[src/pkg/board_ctrl_pkg.sv]
// Constants for the board control and strap logic
package board_ctrl_pkg;
  // Register offsets (byte addresses within the control page)
  localparam logic [7:0] OFF_SUBSYS_RESET = 8'h00;
  localparam logic [7:0] OFF_SUBSYS_ANALYSE = 8'h04;
  localparam logic [7:0] OFF_CPU_RESET = 8'h10;
  localparam logic [7:0] OFF_CPU_ANALYSE = 8'h14;
  localparam logic [7:0] OFF_CPU_ERROR = 8'h18;
  localparam logic [7:0] OFF_LAMPS = 8'h1c;
  localparam logic [7:0] OFF_CPU_HOLD = 8'h20;
  localparam logic [7:0] OFF_BP_HOLD = 8'h24;
  localparam logic [7:0] OFF_WINDOW = 8'h28;
  localparam logic [7:0] OFF_IRQ_CPU = 8'h30;
  localparam logic [7:0] OFF_IRQ_BP = 8'h34;
  localparam logic [7:0] OFF_IRQ_PRIO = 8'h38;
  localparam logic [7:0] OFF_LA_ROUTE = 8'h40;
  localparam logic [7:0] OFF_IRQ_ACK = 8'h44;
  localparam logic [7:0] OFF_HOLD_RELEASE = 8'h4c;
  localparam logic [7:0] OFF_FLASH_VPP = 8'h50;
  localparam logic [7:0] OFF_FLASH_LOW = 8'h54;
  localparam logic [7:0] OFF_IRQ_VECTOR = 8'h60;
  // Byte lane offset for VME byte-wide access
  localparam logic [1:0] BYTE_LANE_OFF = 2'h3;
  // Field positions
  localparam int BIT_D0 = 0;
  localparam int BIT_D1 = 1;
  localparam int BIT_D2 = 2;
  // Strap bank bit positions (switch 4.n at index n-1)
  localparam int STRAP_FANOUT = 1;
  localparam int STRAP_NOLOCK = 2;
  localparam int STRAP_LOCK_SW2 = 3;
  localparam int STRAP_SLOW = 4;
  localparam int STRAP_FRONT = 5;
  localparam int STRAP_NO_PORST = 6;
  localparam int STRAP_VME_OFF = 7;
  // Reset values
  localparam logic [7:0] RST_BYTE = 8'h00;
  // Power-on cycle length for driving the backplane reset
  localparam int POR_TIME_US = 200;
  localparam int CLK_MHZ = 100;
  localparam int POR_CYCLES = POR_TIME_US * CLK_MHZ;
  // Upstream config source codes
  typedef enum logic [1:0] {
    SRC_ADAPTOR = 2'b00,
    SRC_FRONT = 2'b01,
    SRC_BACKPLANE = 2'b10
  } cfg_src_t;
endpackage : board_ctrl_pkg

[src/rtl/board_control_and_strap_logic.sv]
// Board control register bank and strap decoding
`timescale 1ns/1ps
`default_nettype none
module board_control_and_strap_logic #(
  parameter int POR_CYCLES = board_ctrl_pkg::POR_CYCLES
) (
  // Clock and reset
  input wire logic i_clk,
  input wire logic i_sys_rst,
  // Switches and straps (asynchronous)
  input wire logic i_config_source_switch,
  input wire logic i_boot_mode_switch,
  input wire logic i_boot_bank_switch,
  input wire logic [7:0] i_strap_bank,
  input wire logic [3:0] i_base_addr_switch_hi,
  input wire logic [3:0] i_base_addr_switch_mid,
  input wire logic [3:0] i_base_addr_switch_lo,
  input wire logic i_a24_mode,
  // Register port from VME slave
  input wire logic i_vme_sel,
  input wire logic i_vme_wr,
  input wire logic [7:0] i_vme_addr,
  input wire logic [7:0] i_vme_wdata,
  output logic [7:0] o_vme_rdata,
  // Register port from interface processor
  input wire logic i_cpu_sel,
  input wire logic i_cpu_wr,
  input wire logic [7:0] i_cpu_addr,
  input wire logic [7:0] i_cpu_wdata,
  output logic [7:0] o_cpu_rdata,
  // Status inputs (asynchronous)
  input wire logic i_subsys_error,
  input wire logic i_cpu_error,
  input wire logic i_link_adaptor_irq,
  // VME address decode helpers
  input wire logic [1:0] i_a24_window_req,
  output logic [7:0] o_a32_base,
  output logic [1:0] o_a24_base,
  output logic [21:0] o_shared_memory_window_base,
  output logic o_vme_slave_enable,
  // Config link routing
  output logic [1:0] o_upstream_config_link,
  output logic o_downstream_config_link_front,
  // Boot and links
  output logic o_boot_from_link,
  output logic o_boot_from_flash,
  output logic o_link_speed_10m,
  output logic o_subsys_fanout_from_site0,
  output logic o_backplane_system_reset,
  // Control outputs
  output logic o_subsys_reset,
  output logic o_subsys_analyse,
  output logic o_cpu_reset,
  output logic o_cpu_analyse,
  output logic [2:0] o_panel_lamps,
  output logic o_cpu_bus_hold,
  output logic o_backplane_bus_hold,
  output logic o_cpu_irq,
  output logic o_backplane_irq,
  output logic [2:0] o_backplane_irq_priority,
  output logic [7:0] o_backplane_irq_vector_num,
  output logic o_cpu_irq_ack,
  output logic o_flash_prog_voltage,
  output logic [1:0] o_flash_low_addr
);

  ////////////////////////////////////////////////////////////////////////////
  // Input synchronisers
  localparam int NSYNC = 3 + 8 + 12 + 1 + 3;
  logic [NSYNC-1:0] async_in;
  logic [NSYNC-1:0] s1, s2, s3, stable;
  assign async_in = {i_config_source_switch, i_boot_mode_switch, i_boot_bank_switch, i_strap_bank,
                     i_base_addr_switch_hi, i_base_addr_switch_mid, i_base_addr_switch_lo, i_a24_mode,
                     i_subsys_error, i_cpu_error, i_link_adaptor_irq};
  genvar g;
  generate
    for (g = 0; g < NSYNC; g++) begin : g_sync
      always_ff @(posedge i_clk) begin
        s1[g] <= async_in[g];
        s2[g] <= s1[g];
        s3[g] <= s2[g];
        if (s2[g] == s3[g]) begin
          stable[g] <= s3[g];
        end
      end
    end
  endgenerate

  logic sw_cfg, sw_boot, sw_bank, a24, err_sub, err_cpu, la_irq;
  logic [7:0] strap;
  logic [3:0] sw_hi, sw_mid, sw_lo;
  assign {sw_cfg, sw_boot, sw_bank, strap, sw_hi, sw_mid, sw_lo, a24, err_sub, err_cpu, la_irq} = stable;

  ////////////////////////////////////////////////////////////////////////////
  // Strap decoding
  logic lock_enable;
  assign o_upstream_config_link = sw_cfg ? board_ctrl_pkg::SRC_ADAPTOR :
    (strap[board_ctrl_pkg::STRAP_FRONT] ? board_ctrl_pkg::SRC_FRONT : board_ctrl_pkg::SRC_BACKPLANE);
  assign o_downstream_config_link_front = strap[board_ctrl_pkg::STRAP_FRONT];
  assign o_boot_from_link = sw_boot;
  assign o_boot_from_flash = !sw_boot && sw_bank;
  assign o_link_speed_10m = strap[board_ctrl_pkg::STRAP_SLOW];
  assign o_subsys_fanout_from_site0 = strap[board_ctrl_pkg::STRAP_FANOUT];
  assign o_vme_slave_enable = !strap[board_ctrl_pkg::STRAP_VME_OFF];
  assign o_a32_base = {sw_hi, sw_mid};
  assign o_a24_base = sw_lo[1:0];
  // Lock on reset policy
  assign lock_enable = !strap[board_ctrl_pkg::STRAP_NOLOCK] &&
    (strap[board_ctrl_pkg::STRAP_LOCK_SW2] ? !sw_boot : 1'b1);

  ////////////////////////////////////////////////////////////////////////////
  // Power-on backplane reset
  logic [$clog2(POR_CYCLES+1)-1:0] por_cnt;
  logic por_busy;
  assign por_busy = por_cnt != '0;
  always_ff @(posedge i_clk) begin
    if (i_sys_rst) begin
      por_cnt <= ($clog2(POR_CYCLES+1))'(POR_CYCLES);
    end else if (por_busy) begin
      por_cnt <= por_cnt - 1'b1;
    end
  end
  assign o_backplane_system_reset = por_busy && !strap[board_ctrl_pkg::STRAP_NO_PORST];

  ////////////////////////////////////////////////////////////////////////////
  // Register decode
  logic [7:0] vme_off, cpu_off;
  assign vme_off = {i_vme_addr[7:2], 2'b00};
  function automatic logic hit(input logic [7:0] off, input logic [7:0] reg_off);
    hit = off == reg_off;
  endfunction : hit
  logic vme_wr, cpu_wr, vme_rd, vme_en;
  assign vme_en = i_vme_sel && o_vme_slave_enable;
  assign vme_wr = vme_en && i_vme_wr;
  assign vme_rd = vme_en && !i_vme_wr;
  assign cpu_off = {i_cpu_addr[7:2], 2'b00};
  assign cpu_wr = i_cpu_sel && i_cpu_wr;
  logic [7:0] wd;
  logic [7:0] woff;
  logic any_wr;
  assign any_wr = vme_wr || cpu_wr;
  assign wd = vme_wr ? i_vme_wdata : i_cpu_wdata;
  assign woff = vme_wr ? vme_off : cpu_off;
  logic release_wr;
  assign release_wr = vme_wr && hit(vme_off, board_ctrl_pkg::OFF_HOLD_RELEASE);

  ////////////////////////////////////////////////////////////////////////////
  // Write strobes
  logic wr_subsys_reset;
  logic wr_subsys_analyse;
  logic wr_cpu_reset;
  logic wr_cpu_analyse;
  logic wr_lamps;
  logic wr_cpu_hold;
  logic wr_bp_hold;
  logic wr_window;
  logic wr_irq_cpu;
  logic wr_irq_bp;
  logic wr_prio;
  logic wr_la_route;
  logic wr_irq_ack;
  logic wr_flash_vpp;
  logic wr_flash_low;
  logic wr_vector;
  assign wr_subsys_reset = any_wr && hit(woff, board_ctrl_pkg::OFF_SUBSYS_RESET);
  assign wr_subsys_analyse = any_wr && hit(woff, board_ctrl_pkg::OFF_SUBSYS_ANALYSE);
  assign wr_cpu_reset = any_wr && hit(woff, board_ctrl_pkg::OFF_CPU_RESET);
  assign wr_cpu_analyse = any_wr && hit(woff, board_ctrl_pkg::OFF_CPU_ANALYSE);
  assign wr_lamps = any_wr && hit(woff, board_ctrl_pkg::OFF_LAMPS);
  assign wr_cpu_hold = any_wr && hit(woff, board_ctrl_pkg::OFF_CPU_HOLD);
  assign wr_bp_hold = any_wr && hit(woff, board_ctrl_pkg::OFF_BP_HOLD);
  assign wr_window = any_wr && hit(woff, board_ctrl_pkg::OFF_WINDOW);
  assign wr_irq_cpu = any_wr && hit(woff, board_ctrl_pkg::OFF_IRQ_CPU);
  assign wr_irq_bp = any_wr && hit(woff, board_ctrl_pkg::OFF_IRQ_BP);
  assign wr_prio = any_wr && hit(woff, board_ctrl_pkg::OFF_IRQ_PRIO);
  assign wr_la_route = any_wr && hit(woff, board_ctrl_pkg::OFF_LA_ROUTE);
  assign wr_irq_ack = any_wr && hit(woff, board_ctrl_pkg::OFF_IRQ_ACK);
  assign wr_flash_vpp = any_wr && hit(woff, board_ctrl_pkg::OFF_FLASH_VPP);
  assign wr_flash_low = any_wr && hit(woff, board_ctrl_pkg::OFF_FLASH_LOW);
  assign wr_vector = vme_wr && hit(vme_off, board_ctrl_pkg::OFF_IRQ_VECTOR);

  ////////////////////////////////////////////////////////////////////////////
  // Registers
  logic [1:0] window_sel;
  logic [2:0] prio;
  logic la_route;
  logic irq_cpu;
  logic irq_bp;
  logic cpu_reset;
  logic reset_seen;
  // Policy load one edge after reset, once the synchronisers have settled
  always_ff @(posedge i_clk) begin
    reset_seen <= i_sys_rst;
  end

  always_ff @(posedge i_clk) begin
    if (i_sys_rst) begin
      o_subsys_reset <= 1'b0;
    end else if (wr_subsys_reset) begin
      o_subsys_reset <= wd[board_ctrl_pkg::BIT_D0];
    end
  end

  always_ff @(posedge i_clk) begin
    if (i_sys_rst) begin
      o_subsys_analyse <= 1'b0;
    end else if (wr_subsys_analyse) begin
      o_subsys_analyse <= wd[board_ctrl_pkg::BIT_D0];
    end
  end

  always_ff @(posedge i_clk) begin
    if (i_sys_rst) begin
      o_cpu_analyse <= 1'b0;
    end else if (wr_cpu_analyse) begin
      o_cpu_analyse <= wd[board_ctrl_pkg::BIT_D0];
    end
  end

  always_ff @(posedge i_clk) begin
    if (i_sys_rst) begin
      o_panel_lamps <= 3'h0;
    end else if (wr_lamps) begin
      o_panel_lamps <= wd[2:0];
    end
  end

  always_ff @(posedge i_clk) begin
    if (i_sys_rst) begin
      window_sel <= 2'h0;
    end else if (wr_window) begin
      window_sel <= wd[1:0];
    end
  end

  always_ff @(posedge i_clk) begin
    if (i_sys_rst) begin
      irq_cpu <= 1'b0;
    end else if (wr_irq_cpu) begin
      irq_cpu <= wd[board_ctrl_pkg::BIT_D2];
    end
  end

  always_ff @(posedge i_clk) begin
    if (i_sys_rst) begin
      irq_bp <= 1'b0;
    end else if (wr_irq_bp) begin
      irq_bp <= wd[board_ctrl_pkg::BIT_D1];
    end
  end

  always_ff @(posedge i_clk) begin
    if (i_sys_rst) begin
      prio <= 3'h0;
    end else if (wr_prio) begin
      prio <= wd[2:0];
    end
  end

  always_ff @(posedge i_clk) begin
    if (i_sys_rst) begin
      la_route <= 1'b0;
    end else if (wr_la_route) begin
      la_route <= wd[board_ctrl_pkg::BIT_D2];
    end
  end

  always_ff @(posedge i_clk) begin
    if (i_sys_rst) begin
      o_flash_prog_voltage <= 1'b0;
    end else if (wr_flash_vpp) begin
      o_flash_prog_voltage <= wd[board_ctrl_pkg::BIT_D1];
    end
  end

  always_ff @(posedge i_clk) begin
    if (i_sys_rst) begin
      o_flash_low_addr <= 2'h0;
    end else if (wr_flash_low) begin
      o_flash_low_addr <= wd[1:0];
    end
  end

  always_ff @(posedge i_clk) begin
    if (i_sys_rst) begin
      o_backplane_irq_vector_num <= board_ctrl_pkg::RST_BYTE;
    end else if (wr_vector) begin
      o_backplane_irq_vector_num <= wd;
    end
  end

  always_ff @(posedge i_clk) begin
    if (i_sys_rst) begin
      o_cpu_irq_ack <= 1'b0;
    end else begin
      o_cpu_irq_ack <= wr_irq_ack;
    end
  end

  // Release from the backplane side beats any write in the same cycle
  always_ff @(posedge i_clk) begin
    if (i_sys_rst) begin
      o_cpu_bus_hold <= 1'b0;
    end else if (release_wr) begin
      o_cpu_bus_hold <= 1'b0;
    end else if (wr_cpu_hold) begin
      o_cpu_bus_hold <= wd[board_ctrl_pkg::BIT_D1];
    end else if (reset_seen) begin
      o_cpu_bus_hold <= lock_enable && !sw_boot && sw_bank;
    end
  end

  always_ff @(posedge i_clk) begin
    if (i_sys_rst) begin
      o_backplane_bus_hold <= 1'b0;
    end else if (wr_bp_hold) begin
      o_backplane_bus_hold <= wd[board_ctrl_pkg::BIT_D1];
    end else if (reset_seen) begin
      o_backplane_bus_hold <= lock_enable && !sw_boot && !sw_bank;
    end
  end

  // Processor reset: set by write of one, cleared by any VME write
  always_ff @(posedge i_clk) begin
    if (i_sys_rst) begin
      cpu_reset <= 1'b0;
    end else if (cpu_reset && vme_wr) begin
      cpu_reset <= 1'b0;
    end else if (wr_cpu_reset) begin
      cpu_reset <= wd[board_ctrl_pkg::BIT_D0];
    end
  end

  assign o_shared_memory_window_base = {window_sel, 20'h00000};
  assign o_cpu_reset = cpu_reset;
  assign o_backplane_irq_priority = prio;
  assign o_cpu_irq = irq_cpu || (la_route && la_irq);
  assign o_backplane_irq = (prio != 3'h0) && (irq_bp || (!la_route && la_irq));

  ////////////////////////////////////////////////////////////////////////////
  // Read mux, low byte only, undefined bits read zero
  function automatic logic [7:0] rd_mux(input logic [7:0] off, input logic from_vme);
    rd_mux = 8'h00;
    unique case (off)
      board_ctrl_pkg::OFF_SUBSYS_RESET: rd_mux = {7'h00, err_sub};
      board_ctrl_pkg::OFF_CPU_ERROR: rd_mux = {7'h00, err_cpu};
      board_ctrl_pkg::OFF_CPU_HOLD: rd_mux = {6'h00, o_cpu_bus_hold, 1'b0};
      board_ctrl_pkg::OFF_BP_HOLD: rd_mux = {6'h00, o_backplane_bus_hold, 1'b0};
      board_ctrl_pkg::OFF_WINDOW: rd_mux = {6'h00, window_sel};
      board_ctrl_pkg::OFF_IRQ_CPU: rd_mux = {5'h00, irq_cpu, 2'h0};
      board_ctrl_pkg::OFF_IRQ_BP: rd_mux = {6'h00, irq_bp, 1'b0};
      board_ctrl_pkg::OFF_IRQ_PRIO: rd_mux = {5'h00, prio};
      board_ctrl_pkg::OFF_LA_ROUTE: rd_mux = {5'h00, la_route, 2'h0};
      board_ctrl_pkg::OFF_IRQ_VECTOR: rd_mux = from_vme ? o_backplane_irq_vector_num : 8'h00;
      default: rd_mux = 8'h00;
    endcase
  endfunction : rd_mux
  always_ff @(posedge i_clk) begin
    if (i_sys_rst) begin
      o_vme_rdata <= 8'h00;
      o_cpu_rdata <= 8'h00;
    end else begin
      if (vme_rd) o_vme_rdata <= rd_mux(vme_off, 1'b1);
      if (i_cpu_sel && !i_cpu_wr) o_cpu_rdata <= rd_mux(cpu_off, 1'b0);
    end
  end

endmodule : board_control_and_strap_logic
`default_nettype wire

[config.mk]
export PLATFORM = sky130hd
export DESIGN_NAME = board_control_and_strap_logic
export DESIGN_NICKNAME = d
export VERILOG_FILES = /design/src/pkg/board_ctrl_pkg.sv /design/src/rtl/board_control_and_strap_logic.sv
export SDC_FILE = /design/constraint.sdc
export NUM_CORES = 1
export LEC_CHECK = 0
export ABC_CLOCK_PERIOD_IN_PS = 2320
export BUFFER_PORTS_ARGS = -buffer_cell sky130_fd_sc_hd__buf_2
export CORE_AREA = 2 2 157 82
export DETAILED_ROUTE_END_ITERATION = 16
export DIE_AREA = 0 0 159 84
export GPL_TIMING_DRIVEN = 1
export PLACE_DENSITY_LB_ADDON = 0.25
export SLEW_MARGIN = 20
export SYNTH_ARGS = -nofsm -noshare
export SYNTH_HDL_FRONTEND = slang
export SYNTH_SLANG_ARGS = --single-unit
export TNS_END_PERCENT = 10
[constraint.sdc]
create_clock -name i_clk -period 2.32 [get_ports i_clk]
set_clock_uncertainty 0.15 [all_clocks]
set_input_delay 0.464 -clock i_clk [delete_from_list [all_inputs] [get_ports i_clk]]
set_output_delay 0.464 -clock i_clk [all_outputs]
set_load 0.005 [all_outputs]
==> summary.txt, run 1 <==
Maximum vdd ir drop -> 0.488 mV
Fin crit share -> 104%
TritonCTS clock tree -> done
Netlist cell types -> 65
Cts bufs inserted -> 17
Synth area leader -> dfxtp_1
Worst r2r src -> por_cnt[9]
Setup ws final -> -0.0941 ns
Synth Flop Type -> dfxtp_1
DP Cell Count -> 763
Number of diodes -> 0
Lkg Pwr -> 3.03 nW
# H-tree levels -> 4
Synth area leaders -> dfxtp_1 (44%), edfxtp_1 (12%), buf_4 (4.9%)
Layout Cells excl Fill -> 821
Total track usage -> 19.3%
Die height -> 84 um
Die ar. -> 0.0134 mm^2
Routability cong. -> 0.942
Sequential share of the synthesized area -> 56.1%
Total number of vias -> 4155
Slew Viols, Final -> 0
Share of cells above drive strength 1 -> 32.1%
Num rows -> 29
Headroom to the max-slew limit -> 53.7%
Final HPWL from detailed placement -> 9.39 mm
Fmax -> 414 MHz
Global-route wire length before repair -> 20.2 mm
Post-Synthesis Cells -> 493
Clock Latency Late Sink -> 0.41 ns
Min-delay src -> i_base_addr_switch_mid[0]
Routed WL -> 12.8 mm
Final ANT Viol Nets -> 0
Crit-path max FO -> 3
Seq cells post-synth -> 144
Max Cap Viol -> 0
Max clock buf depth -> 2
Yosys warnings -> 0
Mapped Area -> 0.00554 mm^2
Setup crit start kind -> register
Critical Path Sink Type -> output pin
Clock net sink count -> 144
WL per Instance -> 15.6 um
GR Overflow Total -> 0
Outcome -> finished, violations left
EDFF count, synth -> 22
Clk slew on worst S/H paths -> 0.06 ns
Setup CP Type -> register to output pin
Ports -> 150
Setup TNS -> -0.0941 ns
Worst Path Required -> 1.71 ns
Vias per inst -> 5.06
Final nets -> 706
Worst-Margin Slew -> 0.689 ns
CORE AREA -> 0.0122 mm^2
Detailed Routing Iterations Pass 1 -> 5
Setup Viol. Count Final -> 1
Syn avg cell area -> 11.2 um^2
PortBufs -> 108
Critical Path Start -> por_cnt[13]
Starting Density -> 45.4%
Worst EP arrival -> 1.80 ns
RSZ-0062 raised after global routing -> yes
Area grow syn2layout -> 27.7%
Antenna violations before repair -> 0
DR iter-0 viols -> 351
Die width -> 159 um
Worst Hold Class -> input port to register
Root Driver -> clkbuf_16
Drc violations -> 0
Share of the synthesized area in the top cell type -> 44.1%
Power per cell area -> 828 mW/mm^2
Pin count of the biggest net entering global routing -> 20
Final Hold Fails -> 0
FF-to-FF setup slack -> 0.17 ns
Vias in the first global route -> 4094
Failing checks -> negative setup slack
Fin crit period -> 2.41 ns
Async SR Flop Fraction -> 0%
[timing repair]
action / 4_1_cts / 5_1_grt
setup buffers: 5 / 0
hold buffers: 20 / 1
gates cloned: 0 / 0
pin swaps: 4 / 2
setup endpoints to repair: 1 / 1
endpoints found under the hold margin: 20 / 1
resized for setup: 7 / 3
[layer usage]
metal	GRT usage (%)	vias to the layer above	routed length, um
met2	31.7	147	6000
met1	25.4	1984	5820
met3	4.77	12	907
met4	5.62	0	77
li1	-	2012	-
met5	0	-	0
[flip-flops by register name, indices dropped and copies added, names as in the netlist, 2 cells and up]
register / count
s2: 22
s1: 22
o_vme_rdata: 8
o_backplane_irq_vector_num: 8
o_a32_base: 8
window_sel: 2
s3: 22
por_cnt: 15
stable: 3
o_panel_lamps: 3
o_a24_base: 2
o_backplane_irq_priority: 3
o_flash_low_addr: 2
o_cpu_rdata: 3
[report_power, final]
group	internal (mW)	switching (mW)	leakage [nW]
Clock	1.53	1.17	0.288
Combinational	0.208	0.215	1.51
Sequential	2.66	0.0719	1.23
[stage by stage]
step	setup slack, ns	util (%)	area, um^2	total power, mW	hold slack, ns
finish	-0.0941	58.0	7070	5.85	0.00793
global route	-0.159	58.0	7070	6.06	0.00149
CTS	-0.137	57.9	7060	5.89	0.000356
detailed placement	-0.0684	51.0	6220	3.17	0.162
global placement	-0.0242	51.0	6220	3.14	0.160
floorplan	0.0753	-	5630	3.05	0.160
[final timing paths]
kind                                                  to  cells after the start
worst min-delay path                               s1[8]                      1
worst max-delay path            o_backplane_system_reset                      4
worst min register to register                    s2[18]                      0
worst max register to register               por_cnt[13]                      5
[cell type report]
cell class	instances	area, um^2
fillers	1064	5120
flip-flops and latches	144	3110
repair buffers	159	976
clock inverters	15	166
multi-input cells	308	2150
well taps	170	213
inverters	8	30.0
clock buffers	17	425
[cells in the mapped netlist (all sizes together) (8+ instances only)]
| cell | count |
|---|---|
| inv | 8 |
| or4 | 11 |
| nor2 | 26 |
| a21oi | 14 |
| dfxtp | 122 |
| or3 | 8 |
| edfxtp | 22 |
| clkbuf | 18 |
| xnor2 | 23 |
| buf | 39 |
| nor3 | 11 |
| nor2b | 23 |
| nand2 | 31 |
| mux2i | 22 |
| mux2 | 17 |
[cells in the final DEF, fill, tap and decap left out, drive strengths merged, types with 3 or more instances in the layout]
cell type | netlist | layout
nor4bb | 3 | 3
inv | 8 | 17
dfxtp | 122 | 122
clkinv | 0 | 4
nor4 | 7 | 7
nand3 | 6 | 6
a21oi | 14 | 14
xnor2 | 23 | 23
a22o | 5 | 5
o41ai | 3 | 3
a22oi | 4 | 4
mux2i | 22 | 22
o21ai | 5 | 5
buf | 39 | 138
nand2b | 6 | 6
nor2 | 26 | 26
nor3 | 11 | 11
conb | 1 | 25
a32o | 5 | 5
or4b | 3 | 3
nand3b | 3 | 3
a32oi | 3 | 3
nand2 | 31 | 31
o22ai | 3 | 3
or4 | 11 | 11
or2 | 3 | 3
mux2 | 17 | 17
clkbuf | 18 | 17
nor2b | 23 | 23
or3 | 8 | 8
edfxtp | 22 | 22
dlygate4sd3 | 0 | 21
o32ai | 6 | 6
[cell families (layout without fill, tap and decap cells)]
group,Yosys count,after routing,share of synthesized area (%)
DFF,144,144,56.1
xor gates and xnor gates,23,23,3.64
other,1,25,0.0677
buffers and inverters,65,199,6.87
AOI/OAI and AO/OA,69,69,9.52
adders and majority gates,1,1,0.226
muxes,39,39,7.44
and+or+nand+nor,151,151,16.2
[critical path, cell delays in order (launching register included)]
cell and delay (ns):
dfxtp_2 0.33, or4_4 0.56, nor4_4 0.32, nor2_1 0.06, buf_2 0.13
Note: power is estimated with default switching activity, not from simulation.
==> run 2: changes to the inputs <==
--- a/config.mk
+++ b/config.mk
@@ -7,9 +7,10 @@
 export LEC_CHECK = 0
 export ABC_CLOCK_PERIOD_IN_PS = 2320
 export BUFFER_PORTS_ARGS = -buffer_cell sky130_fd_sc_hd__buf_2
-export CORE_AREA = 2 2 157 82
+export CORE_AREA = 2 2 179 93
+export CTS_CLUSTER_DIAMETER = 60
 export DETAILED_ROUTE_END_ITERATION = 16
-export DIE_AREA = 0 0 159 84
+export DIE_AREA = 0 0 181 95
 export GPL_TIMING_DRIVEN = 1
 export PLACE_DENSITY_LB_ADDON = 0.25
 export SLEW_MARGIN = 20
==> summary.txt, run 2 (synthesis gave the netlist of run 1 again) <==
Ports -> 150 (unchanged)
Outcome -> finished, violations left (unchanged)
Routed WL -> 13.2 mm (was 12.8 mm)
Regs by FF count -> s1 (22), s2 (22), s3 (22) (unchanged)
Fill count -> 1517 (was 1064)
Setup TNS -> -0.103 ns (was -0.0941 ns)
Headroom to the max-slew limit -> 46.7% (was 53.7%)
Global-route wire length before repair -> 20.5 mm (was 20.2 mm)
Worst hold slack -> 0.141 ns (was 0.00793 ns)
DR iter-0 viols -> 212 (was 351)
Area grow syn2layout -> 29.5% (was 27.7%)
Setup CP Type -> register to output pin (unchanged)
Starting Density -> 34.9% (was 45.4%)
Max incr delay on CP -> 0.58 ns (was 0.56 ns)
Fmax -> 413 MHz (was 414 MHz)
GR Overflow Total -> 0 (unchanged)
Clock Latency Late Sink -> 0.41 ns (about the same)
Worst Hold Class -> input port to register (unchanged)
WL per Instance -> 15.3 um (was 15.6 um)
Setup crit start kind -> register (unchanged)
Detailed Routing Iterations Pass 1 -> 5 (unchanged)
Share of cells above drive strength 1 -> 32.1% (about the same)
Worst r2r src -> por_cnt[7] (was por_cnt[9])
CP Cell Sequence -> or4_4 -> nor4_4 -> nor2_1 -> buf_2 (unchanged)
RSZ-0062 raised after global routing -> yes (unchanged)
Drc violations -> 0 (unchanged)
Critical path buffer and inverter count -> 1 (unchanged)
Number of diodes -> 0 (unchanged)
Final ANT Viol Nets -> 0 (unchanged)
Critical Path Sink Type -> output pin (unchanged)
Setup ws final -> -0.103 ns (was -0.0941 ns)
Slew Viols, Final -> 0 (unchanged)
Commonest non-fill, non-tap cell in the layout -> dfxtp_1 (unchanged)
Min-delay src -> i_vme_wdata[5] (was i_base_addr_switch_mid[0])
Cell family with most CP delay -> simple AND/OR/NAND/NOR gates (unchanged)
Clk slew on worst S/H paths -> 0.07 ns (was 0.06 ns)
Final nets -> 707 (was 706)
Final core utilization -> 45.2% (was 58.0%)
CORE AREA -> 0.0159 mm^2 (was 0.0122 mm^2)
Worst EP arrival -> 1.81 ns (was 1.80 ns)
Power per cell area -> 826 mW/mm^2 (was 828 mW/mm^2)
Worst Path Required -> 1.71 ns (about the same)
Maximum vdd ir drop -> 0.438 mV (was 0.488 mV)
TritonCTS clock tree -> done (unchanged)
Critical Path Start -> por_cnt[7] (was por_cnt[13])
Worst-Margin Slew -> 0.793 ns (was 0.689 ns)
# H-tree levels -> 4 (unchanged)
PortBufs -> 108 (unchanged)
Setup Viol. Count Final -> 1 (unchanged)
Post-route cell area -> 0.00717 mm^2 (was 0.00707 mm^2)
Pin count of the biggest net entering global routing -> 42 (was 20)
Failing checks -> negative setup slack (unchanged)
Total track usage -> 15.6% (was 19.3%)
Antenna violations before repair -> 0 (unchanged)
Die height -> 95 um (was 84 um)
Die ar. -> 0.0172 mm^2 (was 0.0134 mm^2)
Design Power -> 5.92 mW (was 5.85 mW)
Fin crit period -> 2.42 ns (was 2.41 ns)
Routability cong. -> 0.879 (was 0.942)
Most frequent cells in the layout -> dfxtp_1 (117), buf_2 (108), nand2_1 (31) (unchanged)
Max Cap Viol -> 0 (unchanged)
Crit-path slowest cell -> or4_4 (unchanged)
Final HPWL from detailed placement -> 9.55 mm (was 9.39 mm)
Die width -> 181 um (was 159 um)
Area after DPL -> 0.00628 mm^2 (was 0.00622 mm^2)
Crit-path max FO -> 6 (was 3)
Cts bufs inserted -> 17 (unchanged)
Clock net sink count -> 144 (unchanged)
Max clock buf depth -> 2 (unchanged)
Fin crit share -> 104% (about the same)
Vias in the first global route -> 3876 (was 4094)
Total number of vias -> 4127 (was 4155)
Root Driver -> clkbuf_16 (unchanged)
Num rows -> 33 (was 29)
Lkg Pwr -> 3.04 nW (was 3.03 nW)
Final Hold Fails -> 0 (unchanged)
Vias per inst -> 4.79 (was 5.06)
run 2: cell count changes in the layout (fill, tap and decap cells not counted), sizes merged:
cell         previous run  this run
clkinv                  4         3
dlygate4sd3            21        22
inv                    17        18
run 2: worst min-delay path, stage by stage:
cell	delay, ns
buf_2	0.08
mux2i_1	0.05
nor2_1	0.07
run 2: report_power, final:
group,internal (mW),switching [mW]
registers,2.66,0.0689
clock network,1.54,1.22
logic,0.219,0.218
run 2: stage by stage:
stage               instances  worst slack, ns
finish                    862           -0.103
global placement          802          -0.0737
CTS                       862           -0.117
detailed placement        802          -0.0499
global route              862           -0.181
floorplan                 517           0.0753
run 2: repair_timing:
action | 4_1_cts | 5_1_grt
hold endpoints to repair | 22 | 0
buffers inserted | 6 | 0
hold buffers | 22 | 0
pin swaps | 4 | 2
endpoints found under the setup margin | 1 | 1
gates resized for setup | 10 | 1
run 2: final cells by class:
class,instances,area [um^2],share of cell area (%)
well taps,210,263,3.67
multi-input cells,308,2160,30.1
repair buffers,160,1010,14.1
clock buffers,17,425,5.94
inverters,8,30.0,0.419
clock inverters,15,169,2.36
flip-flops and latches,144,3110,43.4
run 2: layer usage:
metal / share of wire, % / global-route usage, %
met4: 1.1 / 4.54
met5: 0 / 0
met3: 6.1 / 4.67
met1: 49 / 21.2
met2: 44 / 24.2
run 2: path summary, 6_finish.rpt:
path | slack, ns | endpoint | cells after the start
setup reg to reg | 0.14 | por_cnt[13] | 5
setup / recovery | -0.10 | o_backplane_system_reset | 4
hold reg to reg | 0.18 | s2[15] | 0
hold / removal | 0.14 | o_backplane_irq_vector_num[5] | 3
==> run 3: changes to the inputs <==
--- a/config.mk
+++ b/config.mk
@@ -8,6 +8,7 @@
 export ABC_CLOCK_PERIOD_IN_PS = 2320
 export BUFFER_PORTS_ARGS = -buffer_cell sky130_fd_sc_hd__buf_2
 export CORE_AREA = 2 2 179 93
+export CTS_BUF_LIST = sky130_fd_sc_hd__clkbuf_2
 export CTS_CLUSTER_DIAMETER = 60
 export DETAILED_ROUTE_END_ITERATION = 16
 export DIE_AREA = 0 0 181 95
==> summary.txt, run 3 (synthesis gave the netlist of run 1 again) <==
Commonest non-fill, non-tap cell in the layout -> dfxtp_1 (unchanged)
Crit-path max FO -> 6 (unchanged)
Vias in the first global route -> 3977 (was 3876)
GR Overflow Total -> 0 (unchanged)
Clock net sink count -> 144 (unchanged)
Global-route wire length before repair -> 20.7 mm (was 20.5 mm)
CP Cell Sequence -> or4_4 -> nor4_4 -> nor2_1 -> buf_2 (unchanged)
Worst Path Required -> 1.71 ns (about the same)
RSZ-0062 raised after global routing -> yes (unchanged)
Num rows -> 33 (unchanged)
DR iter-0 viols -> 286 (was 212)
Maximum vdd ir drop -> 0.292 mV (was 0.438 mV)
Met2 Use GR -> 24.8% (was 24.2%)
Antenna violations before repair -> 1 (was 0)
Setup CP Type -> register to output pin (unchanged)
Power per cell area -> 674 mW/mm^2 (was 826 mW/mm^2)
Fmax -> 361 MHz (was 413 MHz)
Cell family with most CP delay -> simple AND/OR/NAND/NOR gates (unchanged)
Regs by FF count -> s1 (22), s2 (22), s3 (22) (unchanged)
Die ar. -> 0.0172 mm^2 (unchanged)
FF-to-FF setup slack -> 0.10 ns (was 0.14 ns)
Design Power -> 4.73 mW (was 5.92 mW)
Die width -> 181 um (unchanged)
TritonCTS clock tree -> done (unchanged)
Routed WL -> 13.3 mm (was 13.2 mm)
Most frequent cells in the layout -> dfxtp_1 (112), buf_2 (108), dlygate4sd3_1 (37) (was dfxtp_1 (117), buf_2 (108), nand2_1 (31))
Outcome -> finished, violations left (unchanged)
Pin count of the biggest net entering global routing -> 42 (unchanged)
Root Driver -> clkbuf_2 (was clkbuf_16)
Detailed Routing Iterations Pass 1 -> 5 (unchanged)
Critical Path Sink Type -> output pin (unchanged)
WL per Instance -> 15.1 um (was 15.3 um)
Drc violations -> 0 (unchanged)
Clk slew on worst S/H paths -> 0.25 ns (was 0.07 ns)
Final nets -> 726 (was 707)
Worst hold slack -> 0.0668 ns (was 0.141 ns)
Starting Density -> 34.9% (unchanged)
Setup ws final -> -0.452 ns (was -0.103 ns)
Worst-Margin Slew -> 0.818 ns (was 0.793 ns)
Clock Latency Late Sink -> 0.71 ns (was 0.41 ns)
Fin crit period -> 2.77 ns (was 2.42 ns)
Max Cap Viol -> 0 (unchanged)
Lkg Pwr -> 2.99 nW (was 3.04 nW)
Routing usage on met1 -> 21.1% (was 21.2%)
# H-tree levels -> 4 (unchanged)
Worst EP arrival -> 2.16 ns (was 1.81 ns)
Total number of vias -> 4210 (was 4127)
Die height -> 95 um (unchanged)
Share of cells above drive strength 1 -> 32.5% (was 32.1%)
Critical path buffer and inverter count -> 1 (unchanged)
Max clock buf depth -> 2 (unchanged)
Failing checks -> negative setup slack (unchanged)
Area grow syn2layout -> 26.8% (was 29.5%)
Headroom to the max-slew limit -> 45.0% (was 46.7%)
Worst Hold Class -> input port to register (unchanged)
Total track usage -> 15.9% (was 15.6%)
Slew Viols, Final -> 0 (unchanged)
Final core utilization -> 44.3% (was 45.2%)
Max incr delay on CP -> 0.57 ns (was 0.58 ns)
Setup Viol. Count Final -> 1 (unchanged)
Final Hold Fails -> 0 (unchanged)
Setup TNS -> -0.452 ns (was -0.103 ns)
Crit-path slowest cell -> or4_4 (unchanged)
Final ANT Viol Nets -> 0 (unchanged)
Ports -> 150 (unchanged)
GRT Max-Usage Layer -> met2 (unchanged)
Routability cong. -> 0.879 (unchanged)
Post-route cell area -> 0.00702 mm^2 (was 0.00717 mm^2)
Vias per inst -> 4.77 (was 4.79)
Final HPWL from detailed placement -> 9.55 mm (unchanged)
CORE AREA -> 0.0159 mm^2 (unchanged)
Setup crit start kind -> register (unchanged)
GR Util met3 -> 4.20% (was 4.67%)
PortBufs -> 108 (unchanged)
Fin crit share -> 119% (was 104%)
Area after DPL -> 0.00628 mm^2 (unchanged)
Cts bufs inserted -> 17 (unchanged)
run 3: cell count changes in the layout (fill, tap and decap cells not counted), sizes merged:
cell         change
buf              +4
dlygate4sd3     +15
diode            +1
run 3: worst register-to-register path: cells and delay by family (launching register included):
kind,cells,cell delay (ns)
and+or+nand+nor,2,0.98
AOI/OAI and AO/OA,2,0.42
DFF,1,0.40
buffers and inverters,1,0.17
run 3: worst paths after layout:
kind / startpoint / end / cells past startpoint
setup / recovery: por_cnt[11] / o_backplane_system_reset / 4
hold / removal: i_cpu_wr / o_cpu_rdata[2] / 4
setup reg to reg: por_cnt[7] / por_cnt[13] / 5
hold reg to reg: s1[24] / s2[24] / 0
run 3: cell type report:
type                       instances  area [um^2]
clock inverter                    15          169
fill                            1541         8830
multi-input combinational        308         2160
sequential                       144         3120
clock buffer                      17         85.1
inverter                           8         30.0
tap                              210          263
antenna                            1         2.50
timing repair buffer             179         1190
run 3: through the flow:
step | instances | setup WS (ns)
2_1_floorplan | 517 | 0.0753
3_3_place_gp | 802 | -0.0737
3_5_place_dp | 802 | -0.0499
4_1_cts | 880 | -0.503
5_1_grt | 882 | -0.590
6_report | 882 | -0.452
run 3: what timing repair did:
| action | CTS | global route |
|---|---|---|
| setup buffers | 9 | 1 |
| hold endpoints to repair | 36 | 0 |
| setup endpoints to repair | 1 | 2 |
| pin swaps | 3 | 2 |
| gates resized for setup | 14 | 4 |
| hold buffers | 37 | 0 |
run 3: routing by layer:
| metal | up-vias | share of wire [%] |
|---|---|---|
| met2 | 151 | 44 |
| met3 | 19 | 7.3 |
| met4 | 0 | 1.5 |
| li1 | 2046 | - |
| met5 | - | 0 |
| met1 | 1994 | 47 |
run 3: report_power, final:
group          internal (mW)  switching [mW]
combinational          0.241           0.227
sequential              2.66          0.0650
clock                  0.453            1.08
